$ cat src/ffp_pkg.sv
package ffp_pkg;
  localparam int CLK_HZ = 10000000;
  localparam int OVP_CYCLE_COUNT = 2;
  localparam int UVP_DEBOUNCE_CYCLES = 4;
  localparam int UVP_BLANK_MS = 45;
  localparam int UVP_BLANK_CYCLES = UVP_BLANK_MS * (CLK_HZ / 1000);
  localparam int SD_DEBOUNCE_US = 400;
  localparam int SD_DEBOUNCE_CYCLES = SD_DEBOUNCE_US * (CLK_HZ / 1000000);
  localparam int CS_SHORT_CYCLE_COUNT = 2;
  localparam int EXT_RESTART_CYCLES = 2;
  localparam int CNT_W = 4;
  localparam int TMR_W = 20;

  typedef enum {
    FFP_RUN,
    FFP_RESTART,
    FFP_EXT_RESTART
  } ffp_state_t;

  typedef struct packed {
    logic aux_ovp;
    logic aux_uvp;
    logic shutdown_low;
    logic cs_limit;
    logic cs_diode_short;
    logic cs_short;
  } ffp_comp_t;

  typedef struct packed {
    logic cycle_end;
    logic diode_end;
    logic cs_blank_end;
    logic fb_above_burst_high;
    logic fb_below_burst_low;
  } ffp_event_t;

  typedef struct packed {
    logic supply_hv_on;
    logic supply_turn_on;
  } ffp_supply_t;
endpackage

$ cat src/ffp_protect.sv
`timescale 1ns/1ps
module ffp_protect
  import ffp_pkg::*;
#(
  parameter int OVP_COUNT = OVP_CYCLE_COUNT,
  parameter int UVP_COUNT = UVP_DEBOUNCE_CYCLES,
  parameter int CS_SHORT_COUNT = CS_SHORT_CYCLE_COUNT,
  parameter int BLANK_CYCLES = UVP_BLANK_CYCLES,
  parameter int SD_CYCLES = SD_DEBOUNCE_CYCLES
) (
  // Clock and reset
  input wire logic clk,
  input wire logic rst,
  input wire logic ce,
  // Comparators, events, supply levels
  input wire ffp_comp_t comp,
  input wire ffp_event_t evt,
  input wire ffp_supply_t supply,
  // Gate control
  output logic gate_force_off,
  output logic gate_pulse_end,
  // Status
  output logic aux_sense_overvoltage_fault,
  output logic aux_sense_undervoltage_fault,
  output logic shutdown_fault,
  output logic cs_fault,
  output logic in_restart,
  output logic in_ext_restart
);

  ffp_state_t state;
  ffp_state_t next_state;
  logic [CNT_W-1:0] ovp_cnt;
  logic [CNT_W-1:0] uvp_cnt;
  logic [CNT_W-1:0] css_cnt;
  logic [TMR_W-1:0] blank_tmr;
  logic [TMR_W-1:0] sd_tmr;
  logic [1:0] ext_cnt;
  logic diode_short_seen;
  logic sd_sample;
  logic hv_seen;

  wire running = (state == FFP_RUN);
  wire blank_done = (blank_tmr >= TMR_W'(BLANK_CYCLES));
  // Per gate cycle in normal load, every clock in burst idle
  wire sd_strobe = (evt.fb_above_burst_high & evt.cycle_end) | evt.fb_below_burst_low;
  wire sd_hit = sd_tmr >= TMR_W'(SD_CYCLES);
  wire ovp_trip = evt.cycle_end & comp.aux_ovp & (ovp_cnt >= CNT_W'(OVP_COUNT));
  wire uvp_trip = evt.diode_end & comp.aux_uvp & blank_done
    & (uvp_cnt >= CNT_W'(UVP_COUNT));
  wire css_trip = evt.cs_blank_end & comp.cs_short
    & (css_cnt >= CNT_W'(CS_SHORT_COUNT));
  wire dshort_trip = diode_short_seen & evt.cycle_end;
  wire ar_trip = ovp_trip | css_trip | dshort_trip | sd_hit;
  wire leave = (state != FFP_RUN) & (next_state == FFP_RUN);
  wire clear_all = leave | !running;

  // One step of a consecutive-cycle counter: a faulty cycle counts, a clean one clears
  function automatic logic [CNT_W-1:0] cycle_step(input logic strobe, input logic bad,
      input logic [CNT_W-1:0] cnt);
    if (!strobe) begin
      return cnt;
    end else if (bad) begin
      return cnt + 1'b1;
    end else begin
      return '0;
    end
  endfunction

  wire [CNT_W-1:0] next_ovp_cnt = cycle_step(evt.cycle_end, comp.aux_ovp, ovp_cnt);
  // Samples inside the startup blank count as clean, so blanking cannot pre-load a trip
  wire [CNT_W-1:0] next_uvp_cnt = cycle_step(evt.diode_end, comp.aux_uvp & blank_done,
    uvp_cnt);
  wire [CNT_W-1:0] next_css_cnt = cycle_step(evt.cs_blank_end, comp.cs_short, css_cnt);
  // Timer holds at the limit so a long low cannot wrap it back below the trip point
  wire [TMR_W-1:0] next_sd_tmr = !sd_sample ? '0 : (sd_hit ? sd_tmr : sd_tmr + 1'b1);

  always_comb begin
    next_state = state;
    case (state)
      FFP_RUN: begin
        if (uvp_trip) begin
          next_state = FFP_EXT_RESTART;
        end else if (ar_trip) begin
          next_state = FFP_RESTART;
        end
      end
      FFP_RESTART: begin
        if (hv_seen && supply.supply_turn_on) begin
          next_state = FFP_RUN;
        end
      end
      FFP_EXT_RESTART: begin
        if (ext_cnt == 2'(EXT_RESTART_CYCLES) && supply.supply_turn_on) begin
          next_state = FFP_RUN;
        end
      end
      default: next_state = FFP_RUN;
    endcase
  end

  always_ff @(posedge clk) begin
    if (rst) begin
      state <= FFP_RUN;
    end else if (ce) begin
      state <= next_state;
    end
  end

  // Startup blank runs once from power-up; restart does not re-arm it
  always_ff @(posedge clk) begin
    if (rst) begin
      blank_tmr <= '0;
    end else if (ce && !blank_done) begin
      blank_tmr <= blank_tmr + 1'b1;
    end
  end

  // Cycle counters; a clean cycle or leaving restart clears them
  always_ff @(posedge clk) begin
    if (rst || (ce && clear_all)) begin
      ovp_cnt <= '0;
      uvp_cnt <= '0;
      css_cnt <= '0;
    end else if (ce) begin
      ovp_cnt <= next_ovp_cnt;
      uvp_cnt <= next_uvp_cnt;
      css_cnt <= next_css_cnt;
    end
  end

  // Diode short latch keeps the gate off until the next cycle end moves to restart
  always_ff @(posedge clk) begin
    if (rst || (ce && clear_all)) begin
      diode_short_seen <= 1'b0;
    end else if (ce && comp.cs_diode_short) begin
      diode_short_seen <= 1'b1;
    end
  end

  // Shutdown sample and its debounce timer
  always_ff @(posedge clk) begin
    if (rst || (ce && clear_all)) begin
      sd_sample <= 1'b0;
      sd_tmr <= '0;
    end else if (ce) begin
      if (sd_strobe) begin
        sd_sample <= comp.shutdown_low;
      end
      sd_tmr <= next_sd_tmr;
    end
  end

  // Supply tracking in both restart modes; a high-voltage level wins over the clear
  always_ff @(posedge clk) begin
    if (rst || (ce && running)) begin
      hv_seen <= 1'b0;
    end else if (ce) begin
      if (supply.supply_hv_on) begin
        hv_seen <= 1'b1;
      end else if (supply.supply_turn_on && state == FFP_EXT_RESTART) begin
        hv_seen <= 1'b0;
      end
    end
  end

  // Extended restart counts supply charge cycles, saturating at its target
  always_ff @(posedge clk) begin
    if (rst || (ce && running)) begin
      ext_cnt <= '0;
    end else if (ce && state == FFP_EXT_RESTART && supply.supply_hv_on && !hv_seen
        && ext_cnt != 2'(EXT_RESTART_CYCLES)) begin
      ext_cnt <= ext_cnt + 1'b1;
    end
  end

  // Status flags follow the faults that caused the stop
  always_ff @(posedge clk) begin
    if (rst) begin
      aux_sense_overvoltage_fault <= 1'b0;
      aux_sense_undervoltage_fault <= 1'b0;
      shutdown_fault <= 1'b0;
      cs_fault <= 1'b0;
    end else if (ce) begin
      if (leave) begin
        aux_sense_overvoltage_fault <= 1'b0;
        aux_sense_undervoltage_fault <= 1'b0;
        shutdown_fault <= 1'b0;
        cs_fault <= 1'b0;
      end else if (running) begin
        aux_sense_overvoltage_fault <= ovp_trip;
        aux_sense_undervoltage_fault <= uvp_trip;
        shutdown_fault <= sd_hit;
        cs_fault <= css_trip | dshort_trip;
      end
    end
  end

  // Pulse end is combinational so the limit acts inside the same cycle
  assign gate_pulse_end = comp.cs_limit | comp.cs_diode_short;
  assign gate_force_off = !running | diode_short_seen;
  assign in_restart = (state == FFP_RESTART);
  assign in_ext_restart = (state == FFP_EXT_RESTART);

endmodule

$ cat config.mk
export PLATFORM = sky130hd
export DESIGN_NAME = ffp_protect
export DESIGN_NICKNAME = d
export VERILOG_FILES = /design/src/ffp_pkg.sv /design/src/ffp_protect.sv
export SDC_FILE = /design/constraint.sdc
export NUM_CORES = 1
export LEC_CHECK = 0
export BUFFER_PORTS_ARGS = -buffer_cell sky130_fd_sc_hd__buf_2
export CELL_PAD_IN_SITES_DETAIL_PLACEMENT = 0
export CELL_PAD_IN_SITES_GLOBAL_PLACEMENT = 2
export CORE_MARGIN = 2
export CORE_UTILIZATION = 30
export DETAILED_ROUTE_END_ITERATION = 16
export GPL_ROUTABILITY_DRIVEN = 0
export GPL_TIMING_DRIVEN = 0
export PLACE_DENSITY = 0.66
export RECOVER_POWER = 25
export SYNTH_ARGS = -nofsm -noshare
export SYNTH_HDL_FRONTEND = slang
export SYNTH_SLANG_ARGS = --single-unit
$ cat constraint.sdc
create_clock -name clk -period 1.7 [get_ports clk]
set_clock_uncertainty 0.1 [all_clocks]
set_input_delay 0.34 -clock clk [delete_from_list [all_inputs] [get_ports clk]]
set_output_delay 0.34 -clock clk [all_outputs]
set_load 0.02 [all_outputs]
-- Word level (Yosys, flattened, before mapping)
Cells that the tools add are included.
- bits of input ports: 16
- output and inout bits: 8
- register bits after elaboration: 93
- logic and storage cells: 100
- add/subtract/negate cells: 6
- reduce and logical (&&, ||, !) cells: 29
- magnitude comparators: 5
- multiplexer cells: 20
- equal/unequal tests: 7
- bitwise operators: 19
- operators by type and width (operator ; number):
    $mux 32 ; 4
    $logic_not 32->1 ; 3
    $pmux 32 s3 ; 1
    $eq 32x2->1 const B ; 2
    $add 20x1->20 const B ; 2
    $mux 20 ; 2
    $eq 32x1->1 const B ; 1
    $eq 32x3->1 const B ; 1
    $reduce_bool 32->1 ; 1
    $ge 20x12->1 const B ; 1
    $ge 20x19->1 const B ; 1
    $reduce_and 2->1 ; 7
    $add 4x1->4 const B ; 3
    $mux 4 ; 3
    $and 1x1->1 ; 11
    $logic_and 1x1->1 ; 11
    $mux 1 ; 10
    $ge 4x2->1 const B ; 2
    $or 1x1->1 ; 8
    $ge 4x3->1 const B ; 1
    $ne 2x2->1 const B ; 2
    $reduce_bool 2->1 ; 2
    $logic_not 1->1 ; 3
    $add 2x1->2 const B ; 1
    2 further kinds ; 3

-- Logic depth before layout (Yosys ltp)
Gate-level depths: netlist of run 1.
- depth after elaboration: 13
- mapped depth: 7
- gate-level depth less buffers: 7

-- Worst setup path before layout of run 1
OpenSTA, ideal clock, no wires.
- path kind: register to register
- start: register state[26]
- end: register aux_sense_overvoltage_fault
- data required time: 1.508 ns
- path slack: -0.358 ns
- path buffers: 0
- cell stages (with the launch flop): 6
- period minus slack after synthesis: 2.058 ns
- arrival: 1.866 ns
- library setup time: 0.092 ns
- path through: dfxtp_1 -> nor4_2 -> nand4_2 -> nor4_2 -> a221oi_1 -> o32ai_1
- longest elaborated chain between the ends: 7
- elaborated cells between the ends (all ways): 15
- those cells by class: eq/ne: 2; mux: 6; bitwise: 1; reduce/logical: 6
- ends and longest elaborated chain (element ; RTL line ; RTL):
    from (decl) ; ffp_protect.sv:31 ; ffp_state_t state;
    from (signal assigned) ; ffp_protect.sv:106 ; state <= next_state;
    branches (longest 7 deep; another with $eq 32x2->1) ; -- ;
    to (signal assigned) ; ffp_protect.sv:191 ; aux_sense_overvoltage_fault <= ovp_trip;
    to (decl) ; ffp_protect.sv:23 ; output logic aux_sense_overvoltage_fault,
Parallel ways; which one is timed is not known.
A chain may end at the register's enable or synchronous reset.

-- Final worst setup path of run 1
- start: register state[18]
- end: output gate_force_off
- longest elaborated chain between the ends: 3
- ends and longest elaborated chain (element ; RTL line ; RTL):
    $logic_not 32->1 ; ffp_protect.sv:43 ; wire running = (state == FFP_RUN);
    $logic_not 1->1 ; ffp_protect.sv:201 ; assign gate_force_off = !running | diode_short_seen;
    $or 1x1->1 ; ffp_protect.sv:201 ;
    to (decl) ; ffp_protect.sv:20 ; output logic gate_force_off,
Every way passes these cells.

==> results of run 1 <==
-- worst max-delay path by stage --
stage | from | to | slack, ns | cells after the start
floorplan | state[18] | aux_sense_overvoltage_fault | -0.18 | 5
global placement | ce | blank_tmr[1] | -0.48 | 6
detailed placement | ce | blank_tmr[0] | -0.47 | 6
CTS | state[18] | gate_force_off | -0.54 | 5
global route | state[26] | gate_force_off | -0.59 | 5
finish | state[18] | gate_force_off | -0.53 | 5
-- report_power, final --
part | switching [mW] | internal, mW
clock | 0.974 | 1.04
sequential | 0.0219 | 2.19
combinational | 0.188 | 0.142
-- metal layers --
metal,global-route usage,vias up
li1,-,1826
met1,0.195,1712
met2,0.239,32
met3,0.0403,9
met4,0.0539,0
met5,0,-
-- tightest hold or removal path, stage by stage --
cell and delay (ns):
sky130_fd_sc_hd__buf_2 0.11, sky130_fd_sc_hd__nand2_1 0.07, sky130_fd_sc_hd__a21boi_1 0.06
-- timing repair --
item	CTS	global route
endpoints found under the setup margin	63	65
cloned	4	0
setup buffers	27	8
pin swaps	28	10
gates resized for setup	38	62
-- state kept, by name, indices dropped and copies added (netlist names) --
| signal | count |
|---|---|
| sd_sample | 1 |
| ovp_cnt | 4 |
| uvp_cnt | 4 |
| state | 32 |
| ext_cnt | 2 |
| aux_sense_overvoltage_fault | 1 |
| sd_tmr | 20 |
| css_cnt | 4 |
| cs_fault | 1 |
| blank_tmr | 20 |
| hv_seen | 1 |
| aux_sense_undervoltage_fault | 1 |
| diode_short_seen | 1 |
| shutdown_fault | 1 |
-- placed cells by master, fill, tap and decap left out, types with 18 or more instances in the layout --
cell type	n
sky130_fd_sc_hd__a21oi_2	20
sky130_fd_sc_hd__nand2_1	26
sky130_fd_sc_hd__dfxtp_1	78
sky130_fd_sc_hd__a21oi_1	23
sky130_fd_sc_hd__buf_6	19
sky130_fd_sc_hd__nand3_1	18
sky130_fd_sc_hd__buf_2	21
sky130_fd_sc_hd__buf_4	19
sky130_fd_sc_hd__nor2_1	28
sky130_fd_sc_hd__and2_1	33
sky130_fd_sc_hd__inv_1	21
-- logic make-up after synthesis --
logic type	after synthesis	synth area share
simple gates	208	0.307
compound gates	104	0.163
fa+ha+maj	10	0.0299
mux	3	0.00717
buf+inv	36	0.0379
xor+xnor	5	0.0105
flops	93	0.444
-- through the flow --
stage / utilization / TNS, ns / std cells
after floorplan: - / -1.80 / 459
after global placement: 0.340 / -19.53 / 661
after detailed placement: 0.340 / -19.50 / 661
after CTS: 0.391 / -16.34 / 708
after global routing: 0.411 / -21.86 / 715
final: 0.411 / -15.81 / 715
-- area by class of cell --
cell class / instances / area, um^2
clock buffers: 9 / 225
multi-input cells: 332 / 2620
clock inverters: 7 / 72.6
flip-flops and latches: 93 / 1890
well taps: 180 / 225
fillers: 1424 / 8110
plain buffers: 15 / 82.6
repair buffers: 58 / 467
inverters: 21 / 78.8
-- Yosys cell counts (3+ instances only) --
library cell	n	area share
sky130_fd_sc_hd__o31ai_1	9	0.016
sky130_fd_sc_hd__o21ai_0	20	0.024
sky130_fd_sc_hd__buf_6	3	0.0081
sky130_fd_sc_hd__nor3b_1	3	0.0054
sky130_fd_sc_hd__a21o_1	4	0.0072
sky130_fd_sc_hd__or2_2	3	0.0045
sky130_fd_sc_hd__nand3_1	19	0.023
sky130_fd_sc_hd__nor2_1	33	0.030
sky130_fd_sc_hd__nor4_2	5	0.015
sky130_fd_sc_hd__and2_1	34	0.051
sky130_fd_sc_hd__or4_1	11	0.020
sky130_fd_sc_hd__ha_1	10	0.030
sky130_fd_sc_hd__nand4_1	14	0.021
sky130_fd_sc_hd__xnor2_1	3	0.0063
sky130_fd_sc_hd__or3_1	12	0.018
sky130_fd_sc_hd__a31oi_1	4	0.0060
sky130_fd_sc_hd__nor2b_1	4	0.0060
sky130_fd_sc_hd__and3_1	8	0.012
sky130_fd_sc_hd__a21oi_1	41	0.049
sky130_fd_sc_hd__clkbuf_1	10	0.0090
sky130_fd_sc_hd__nand2_1	27	0.024
sky130_fd_sc_hd__inv_1	21	0.019
sky130_fd_sc_hd__dfxtp_1	93	0.44
sky130_fd_sc_hd__nand2b_1	3	0.0045
sky130_fd_sc_hd__o32ai_1	4	0.0084
sky130_fd_sc_hd__nor3_1	7	0.0084
sky130_fd_sc_hd__nor4_1	6	0.0090
sky130_fd_sc_hd__mux2i_1	3	0.0072
==> results.md, run 1 <==
- 0.495 mV — Peak VDD IR
- 0 — number of enable flip-flop cells after synthesis
- 3 — CTS H-tree lvls
- 8 — number of cells traversed by the worst register-to-register path
- 0.177 ns — Worst Hold Margin
- 4 — first drt pass iteration count
- 312 um — met3 wire len
- 0 — Antenna diodes
- 3430 — via count of the first global-routing pass
- 0.335 — share of layout cells above drive strength 1
- reg2out — start-to-end type of the worst setup path
- 0.00566 mm^2 — Final Instance Area
- 122 um — Die Wd
- 0.00468 mm^2 — instance area at placement
- nor4_4 > nand4_4 > nor4_4 > nand2b_1 > buf_2 — crit path cell chain
- 0 — antenna violations before repair
- 0.0149 mm^2 — Die Footprint
- done — TritonCTS clock tree
- 459 — count of mapped cells out of synthesis
- sky130_fd_sc_hd__clkbuf_16 — buffer cell driving the clock tree root
- 133 — drt first-iter violations
- hv_seen — Hold Crit Endpoint
- 17400 um — global-route wire length before repair
- output pin — Critical Path End Type
- 0.497 — Rel. slew slack
- 3579 — vias after detailed routing
- 0.0138 mm^2 — core region area
- -0.525 ns — final worst-path setup slack
- -0.465 ns — DP Worst Slack
- 805 mW/mm^2 — power density over the cells
- 61 — count of different cell masters after synthesis
- 1 — critical path buffer and inverter count
- sky130_fd_sc_hd__dfxtp_2 — slowest stage cell, crit path
- 556 — net count reported at finish
- true — unrepaired setup endpoints after global routing
- 10600 um — Routed WL
- 14.8 um — post-DR wirelength/cell
- flip-flop — critical path startpoint category
- 0 — async set-reset flop share out of synthesis
- 0 — post-route DRC violation count
- sky130_fd_sc_hd__nor4_4 — most used cell, CP
- 0 — final hold vios
- 0.35 ns — clock latency on the worst-skew pair
- -0.41 ns — slack of the worst reg-to-reg path
- 5030 um — wire length on met2
- 5.01 — via-per-instance ratio
- negative setup slack — failing checks
- 2.01 nW — Static Leakage
- 0 — max-cap violation count
- 0 — number of max-slew violations in the final report
- 0 — count of hold-fix buffers inserted at cts
- 9 — clock buffer count from CTS
- 64 — setup violation total in the final timing report
- in2reg — min-delay worst type
- met4 — highest metal layer with signal wires
- 0.444 — share of synthesized area occupied by flip-flops and latches
- 20 — largest net degree at the start of global routing
- 0.00419 mm^2 — Cell Area, Synth
- 0 — number of synthesis warnings
- state[14] — FF-to-FF Start
- 4 — maximum fanout count along the critical path
- simple AND/OR/NAND/NOR gates — category of cells accounting for the largest share of critical-path delay
- 0.07 ns — clock transition time at the flip-flop clock pins of the worst setup and hold paths
- supply[1] — Min-Delay Startpoint
- 0.449 GHz — maximum clock frequency
- 4.56 mW — power consumption
- 5050 um — Post-Route M1 WL
- finished, violations left — status
- 1.79 ns — Worst Path Arrival
- 0 — number of nets with antenna violations after routing
- 122 um — height of the die
- sky130_fd_sc_hd__dfxtp_1 — Synth Flop Type
- 0.150 — GRT Util Overall
- 93 — Yosys reg bits
- 43 — number of rows in the core area
- 22 — count of buffers inserted at the top-level ports
- 0.33 ns — longest individual stage delay on the worst path
- 93 — CTS sink cnt
- 0 — global route total overflow
- 3 — cell count of the worst hold path
- 35.1% — Layout area overhead
- 0.754 ns — Worst Tran Pin Value
- 485 — net count after synthesis
- 2.23 ns — shortest clock period the worst path allows after layout
- 9.13 um^2 — post-synthesis area per instance
- 1.26 ns — Required @ worst endpoint
- sd_tmr[18] — Worst R2R End
- 2 — Bufs on Longest Clock Path
- 1.31 — final period utilization
- 6950 um — HPWL reported at the end of detailed placement
- 24 — IO Count
- 0.304 — effective utilization at floorplan
Note: power is estimated with default switching activity, not from simulation.
==> run 2, diff against run 1 <==
PLACE_DENSITY = 0.63   (was 0.66)
clock period = 2.3 ns   (was 1.7 ns; I/O delays follow)
==> results.md, run 2 (same netlist as run 1, synthesis figures left out) <==
- state — register with the most flip-flops
- 169 — drt first-iter violations, +27%
- -0.117 ns — DP Worst Slack, +0.348 ns
- 0 — number of max-slew violations in the final report, unchanged
- true — unrepaired setup endpoints after global routing
- 122 um — height of the die, unchanged
- 3 — setup violation total in the final timing report, -95%
- 14.3 um — post-DR wirelength/cell, -3.0%
- 1.76 nW — Static Leakage, -13%
- 0.417 GHz — maximum clock frequency
- 17 — largest net degree at the start of global routing, -15%
- 18.8% — Layout area overhead
- sky130_fd_sc_hd__dfxtp_1 — leading cell type in the layout, fill and taps excluded
- state x32, blank_tmr x20, sd_tmr x20 — largest registers
- 658 mW/mm^2 — power density over the cells, -18%
- 0.247 — switching share of power, -0.0123
- 0 — post-route DRC violation count, unchanged
- 0.557 — Rel. slew slack, +0.0599
- 0 — antenna violations before repair, unchanged
- 43 — number of rows in the core area, unchanged
- 24 — IO Count, unchanged
- 0.315 mV — Peak VDD IR, -36%
- 0.35 ns — clock latency on the worst-skew pair, about the same
- finished, violations left — status
- simple AND/OR/NAND/NOR gates — category of cells accounting for the largest share of critical-path delay
- 0 — number of nets with antenna violations after routing, unchanged
- 3156 — via count of the first global-routing pass, -8.0%
- 0 — Antenna diodes, unchanged
- 0.664 ns — Worst Tran Pin Value, -0.0899 ns
- nor4_4 > nand4_2 > buf_6 > nor4_4 > nand2b_1 > buf_6 — crit path cell chain
- 22 — count of buffers inserted at the top-level ports, unchanged
- flip-flop — critical path startpoint category
- 525 — net count reported at finish, -5.6%
- 3.27 mW — power consumption, -28%
- 0 — global route total overflow, unchanged
- 3389 — vias after detailed routing, -5.3%
- 4 — first drt pass iteration count, unchanged
- 9790 um — Routed WL, -7.2%
- 0.34 ns — longest individual stage delay on the worst path, about the same
- 0.0138 mm^2 — core region area, unchanged
- sky130_fd_sc_hd__dfxtp_2 — slowest stage cell, crit path
- 2.46 mW — cell internal power dissipation, -27%
- 4 — maximum fanout count along the critical path, unchanged
- 9 — clock buffer count from CTS, unchanged
- sky130_fd_sc_hd__dfxtp_1 (90), sky130_fd_sc_hd__a21oi_1 (41), sky130_fd_sc_hd__nor2_1 (33) — most frequent cells in the layout
- in2reg — min-delay worst type
- reg2out — start-to-end type of the worst setup path
- 0.446 — clock power share, +0.004
- done — TritonCTS clock tree
- 0.500 — Flop pwr share, +0.015
- 3 — CTS H-tree lvls, unchanged
- 2 — critical path buffer and inverter count, +1
- 1452 — filler instances, +2.0%
- 0.07 ns — clock transition time at the flip-flop clock pins of the worst setup and hold paths, about the same
- -0.0978 ns — final worst-path setup slack, +0.427 ns
- 0 — final hold vios, unchanged
- 2 — Bufs on Longest Clock Path, unchanged
- 0 — count of hold-fix buffers inserted at cts, unchanged
- 1.84 ns — Worst Path Arrival, +0.05 ns
- 1.04 — final period utilization
- 0.0149 mm^2 — Die Footprint, unchanged
- 1.74 ns — Required @ worst endpoint, +0.48 ns
- 4.95 — via-per-instance ratio, -1.0%
- sky130_fd_sc_hd__clkbuf_16 — buffer cell driving the clock tree root
- output pin — Critical Path End Type
- 0 — max-cap violation count, unchanged
- 0.053 — Gate power share, -0.020
- 810 uW — Net Sw Power, -32%
- 93 — CTS sink cnt, unchanged
- 0.304 — effective utilization at floorplan, unchanged
- negative setup slack — failing checks
- 6850 um — HPWL reported at the end of detailed placement, -1.5%
- 16300 um — global-route wire length before repair, -6.5%
- 0.142 — GRT Util Overall, -0.00824
- 0.157 — share of layout cells above drive strength 1, -0.178
- 122 um — Die Wd, unchanged
- 2.40 ns — shortest clock period the worst path allows after layout
- 32 — number of flip-flops in the largest register, unchanged
[run 2: tightest hold or removal path: cells and delay by family]
| kind | cells | cell delay, ns |
|---|---|---|
| muxes | 1 | 0.05 |
| buffers and inverters | 1 | 0.07 |
| and+or+nand+nor | 1 | 0.07 |
[run 2: cell type report]
class                           instances  area, um^2  share of cell area
Buffer                                 15        80.1              0.0161
Clock buffer                           11         243              0.0488
Clock inverter                          5        45.0             0.00905
Inverter                               21        78.8              0.0158
Multi-Input combinational cell        330        2270               0.456
Sequential cell                        93        1870               0.375
Tap cell                              180         225              0.0453
Timing Repair Buffer                   29         168              0.0337
[run 2: repair_timing]
action                     4_1_cts  5_1_grt
gates resized for setup         18        2
buffers inserted                 7        0
pin swaps                        6        1
setup endpoints to repair        3        7
[run 2: through the flow]
step	TNS [ns]	hold slack, ns	instance area [um^2]	util	instances
after floorplan	0	0.325	4190	-	459
after global placement	-0.386	0.340	4530	0.329	661
after detailed placement	-0.377	0.344	4530	0.329	661
after CTS	-0.328	0.233	4970	0.361	684
after global routing	-0.528	0.268	4980	0.361	684
final	-0.167	0.242	4980	0.361	684
[run 2: final timing paths]
path / from / to / slack [ns] / cells after the start
worst max-delay path: state[15] / gate_force_off / -0.1 / 6
worst min-delay path: comp[3] / sd_sample / 0.24 / 3
worst max register to register: state[15] / sd_tmr[7] / 0.17 / 9
worst min register to register: sd_tmr[19] / sd_tmr[19] / 0.36 / 2
[run 2: power groups by stage]
| stage | registers (mW) | logic [mW] | clock network [mW] |
|---|---|---|---|
| 2_1_floorplan | 1.67 | 0.110 | 0 |
| 3_3_place_gp | 1.68 | 0.172 | 0 |
| 3_5_place_dp | 1.68 | 0.173 | 0 |
| 4_1_cts | 1.64 | 0.180 | 1.52 |
| 5_1_grt | 1.64 | 0.197 | 1.58 |
| 6_report | 1.64 | 0.174 | 1.46 |
[run 2: layer usage]
metal | part of all wire | GRT usage | vias to the layer above
met3 | 0.024 | 0.0267 | 14
met1 | 0.51 | 0.197 | 1586
met2 | 0.44 | 0.213 | 30
li1 | - | - | 1759
met5 | 0 | 0 | -
met4 | 0.020 | 0.0632 | 0
==> run 3, diff against run 2 <==
CELL_PAD_IN_SITES_DETAIL_PLACEMENT = default   (was 0)
CELL_PAD_IN_SITES_GLOBAL_PLACEMENT = default   (was 2)
PLACE_DENSITY = 0.44   (was 0.63)
==> results.md, run 3 (same netlist as run 1, synthesis figures left out) <==
- 0 — count of hold-fix buffers inserted at cts, unchanged
- output pin — Critical Path End Type
- done — TritonCTS clock tree
- 93 — CTS sink cnt, unchanged
- nor4_4 > nand4_4 > buf_12 > nor4_4 > buf_4 — crit path cell chain
- 4.95 — via-per-instance ratio, -0.14%
- 16100 um — global-route wire length before repair, -1.1%
- 7 — first drt pass iteration count, +3
- 22 — count of buffers inserted at the top-level ports, unchanged
- 0.426 GHz — maximum clock frequency, +2.2%
- 0.344 mV — Peak VDD IR, +9.0%
- 0.0138 mm^2 — core region area, unchanged
- reg2out — start-to-end type of the worst setup path
- flip-flop — critical path startpoint category
- 0.054 — Gate power share, about the same
- 0.33 ns — longest individual stage delay on the worst path, about the same
- 1.02 — final period utilization, -0.0226
- 6650 um — HPWL reported at the end of detailed placement, -2.9%
- 17 — largest net degree at the start of global routing, unchanged
- 793 uW — Net Sw Power, -2.1%
- 0.261 ns — Worst Hold Margin, +0.0191 ns
- 122 um — Die Wd, unchanged
- finished, violations left — status
- 3189 — via count of the first global-routing pass, +1.0%
- sky130_fd_sc_hd__nor4_4 — most used cell, CP
- 32 — number of flip-flops in the largest register, unchanged
- 0.670 ns — Worst Tran Pin Value, +0.00598 ns
- 0.35 ns — clock latency on the worst-skew pair, about the same
- 0.0149 mm^2 — Die Footprint, unchanged
- 0 — number of nets with antenna violations after routing, unchanged
- 182 — drt first-iter violations, +7.7%
- -0.0639 ns — total negative slack, +0.103 ns
- 1.74 ns — Required @ worst endpoint, about the same
- -0.0458 ns — final worst-path setup slack, +0.0521 ns
- 0 — Antenna diodes, unchanged
- 9750 um — Routed WL, -0.42%
- 2.54 mW — cell internal power dissipation, +3.2%
- 0.139 — GRT Util Overall, -0.00277
- 0.367 — post-route core utilization, +0.00545
- 0.491 — Flop pwr share, -0.009
- 3409 — vias after detailed routing, +0.59%
- 0.455 — clock power share, +0.009
- sky130_fd_sc_hd__clkbuf_16 — buffer cell driving the clock tree root
- 0.169 — share of layout cells above drive strength 1, +0.0122
- 9 — clock buffer count from CTS, unchanged
- 0.238 — switching share of power, -0.00984
- 2.35 ns — shortest clock period the worst path allows after layout, -0.0521 ns
- 0.00505 mm^2 — Final Instance Area, +1.5%
- sky130_fd_sc_hd__dfxtp_1 — leading cell type in the layout, fill and taps excluded
- 0 — global route total overflow, unchanged
- negative setup slack — failing checks
- in2reg — min-delay worst type
- 0 — antenna violations before repair, unchanged
- 20.5% — Layout area overhead
- 1.79 nW — Static Leakage, +1.8%
- 530 — net count reported at finish, +0.95%
- 661 mW/mm^2 — power density over the cells, +0.40%
- 0.304 — effective utilization at floorplan, unchanged
- 24 — IO Count, unchanged
- 2 — Bufs on Longest Clock Path, unchanged
- 2 — setup violation total in the final timing report, -1
- 0 — final hold vios, unchanged
- state — register with the most flip-flops
- sky130_fd_sc_hd__dfxtp_1 (87), sky130_fd_sc_hd__a21oi_1 (41), sky130_fd_sc_hd__nor2_1 (33) — most frequent cells in the layout
- true — unrepaired setup endpoints after global routing
- 14.1 um — post-DR wirelength/cell, -1.1%
- 0 — post-route DRC violation count, unchanged
- state x32, blank_tmr x20, sd_tmr x20 — largest registers
- 43 — number of rows in the core area, unchanged
- 1.79 ns — Worst Path Arrival, -0.05 ns
- 122 um — height of the die, unchanged
- sky130_fd_sc_hd__dfxtp_1 — slowest stage cell, crit path
- 0 — number of max-slew violations in the final report, unchanged
- 0.07 ns — clock transition time at the flip-flop clock pins of the worst setup and hold paths, about the same
- 3 — CTS H-tree lvls, unchanged
- 3 — maximum fanout count along the critical path, -1
- 0.553 — Rel. slew slack, -0.00398
- 0 — max-cap violation count, unchanged
- 0.00453 mm^2 — instance area at placement, unchanged
-- run 3: changes by cell type in the layout (fill, tap and decap cells not counted), sizes merged --
cell	before	now
bufinv	0	1
inv	22	23
buf	28	33
clkinvlp	1	2
clkinv	3	1
clkbuf	27	26
-- run 3: per-stage QoR --
| step | total power, mW | setup slack [ns] | std cells |
|---|---|---|---|
| 2_1_floorplan | 1.78 | 0.242 | 459 |
| 3_3_place_gp | 1.84 | -0.0959 | 661 |
| 3_5_place_dp | 1.84 | -0.0913 | 661 |
| 4_1_cts | 3.39 | -0.0423 | 686 |
| 5_1_grt | 3.48 | -0.128 | 689 |
| 6_report | 3.34 | -0.0458 | 689 |
-- run 3: what timing repair did --
action                     CTS  global route
gates cloned                 0             0
setup endpoints to repair    3             3
gates resized for setup     21             4
setup buffers                9             3
pin swaps                    8             3
-- run 3: layer usage --
metal  track usage  part of all wire  vias to the layer above
met5             0                 0                        -
met4        0.0661             0.019                        0
met3        0.0323             0.041                       15
met2         0.202              0.44                       54
met1         0.193              0.50                     1572
li1              -                 -                     1768
-- run 3: power groups by stage --
stage / clock network (mW) / registers (mW) / logic [mW]
5_1_grt: 1.64 / 1.64 / 0.200
3_5_place_dp: 0 / 1.67 / 0.170
2_1_floorplan: 0 / 1.67 / 0.110
4_1_cts: 1.58 / 1.64 / 0.180
3_3_place_gp: 0 / 1.67 / 0.169
6_report: 1.52 / 1.64 / 0.180
-- run 3: worst paths after layout --
path                            startpoint          endpoint  slack, ns  cells past startpoint
worst max-delay path             state[26]        in_restart      -0.05                      5
worst min-delay path               comp[1]  diode_short_seen       0.26                      3
worst min register to register  sd_tmr[19]        sd_tmr[19]       0.36                      2
worst max register to register   state[26]         sd_tmr[8]       0.15                      8
-- run 3: layout make-up --
| cell class | instances | area (um^2) |
|---|---|---|
| multi-input cells | 330 | 2270 |
| clock buffers | 10 | 229 |
| inverters | 21 | 78.8 |
| clock inverters | 6 | 71.3 |
| fillers | 1456 | 8720 |
| plain buffers | 15 | 80.1 |
| well taps | 180 | 225 |
| flip-flops and latches | 93 | 1870 |
| repair buffers | 34 | 224 |
-- run 3: critical path, delay by kind of cell (launching register included) --
kind / cells / cell delay (ns)
and+or+nand+nor: 3 / 0.72
buffers and inverters: 2 / 0.39
DFF: 1 / 0.33
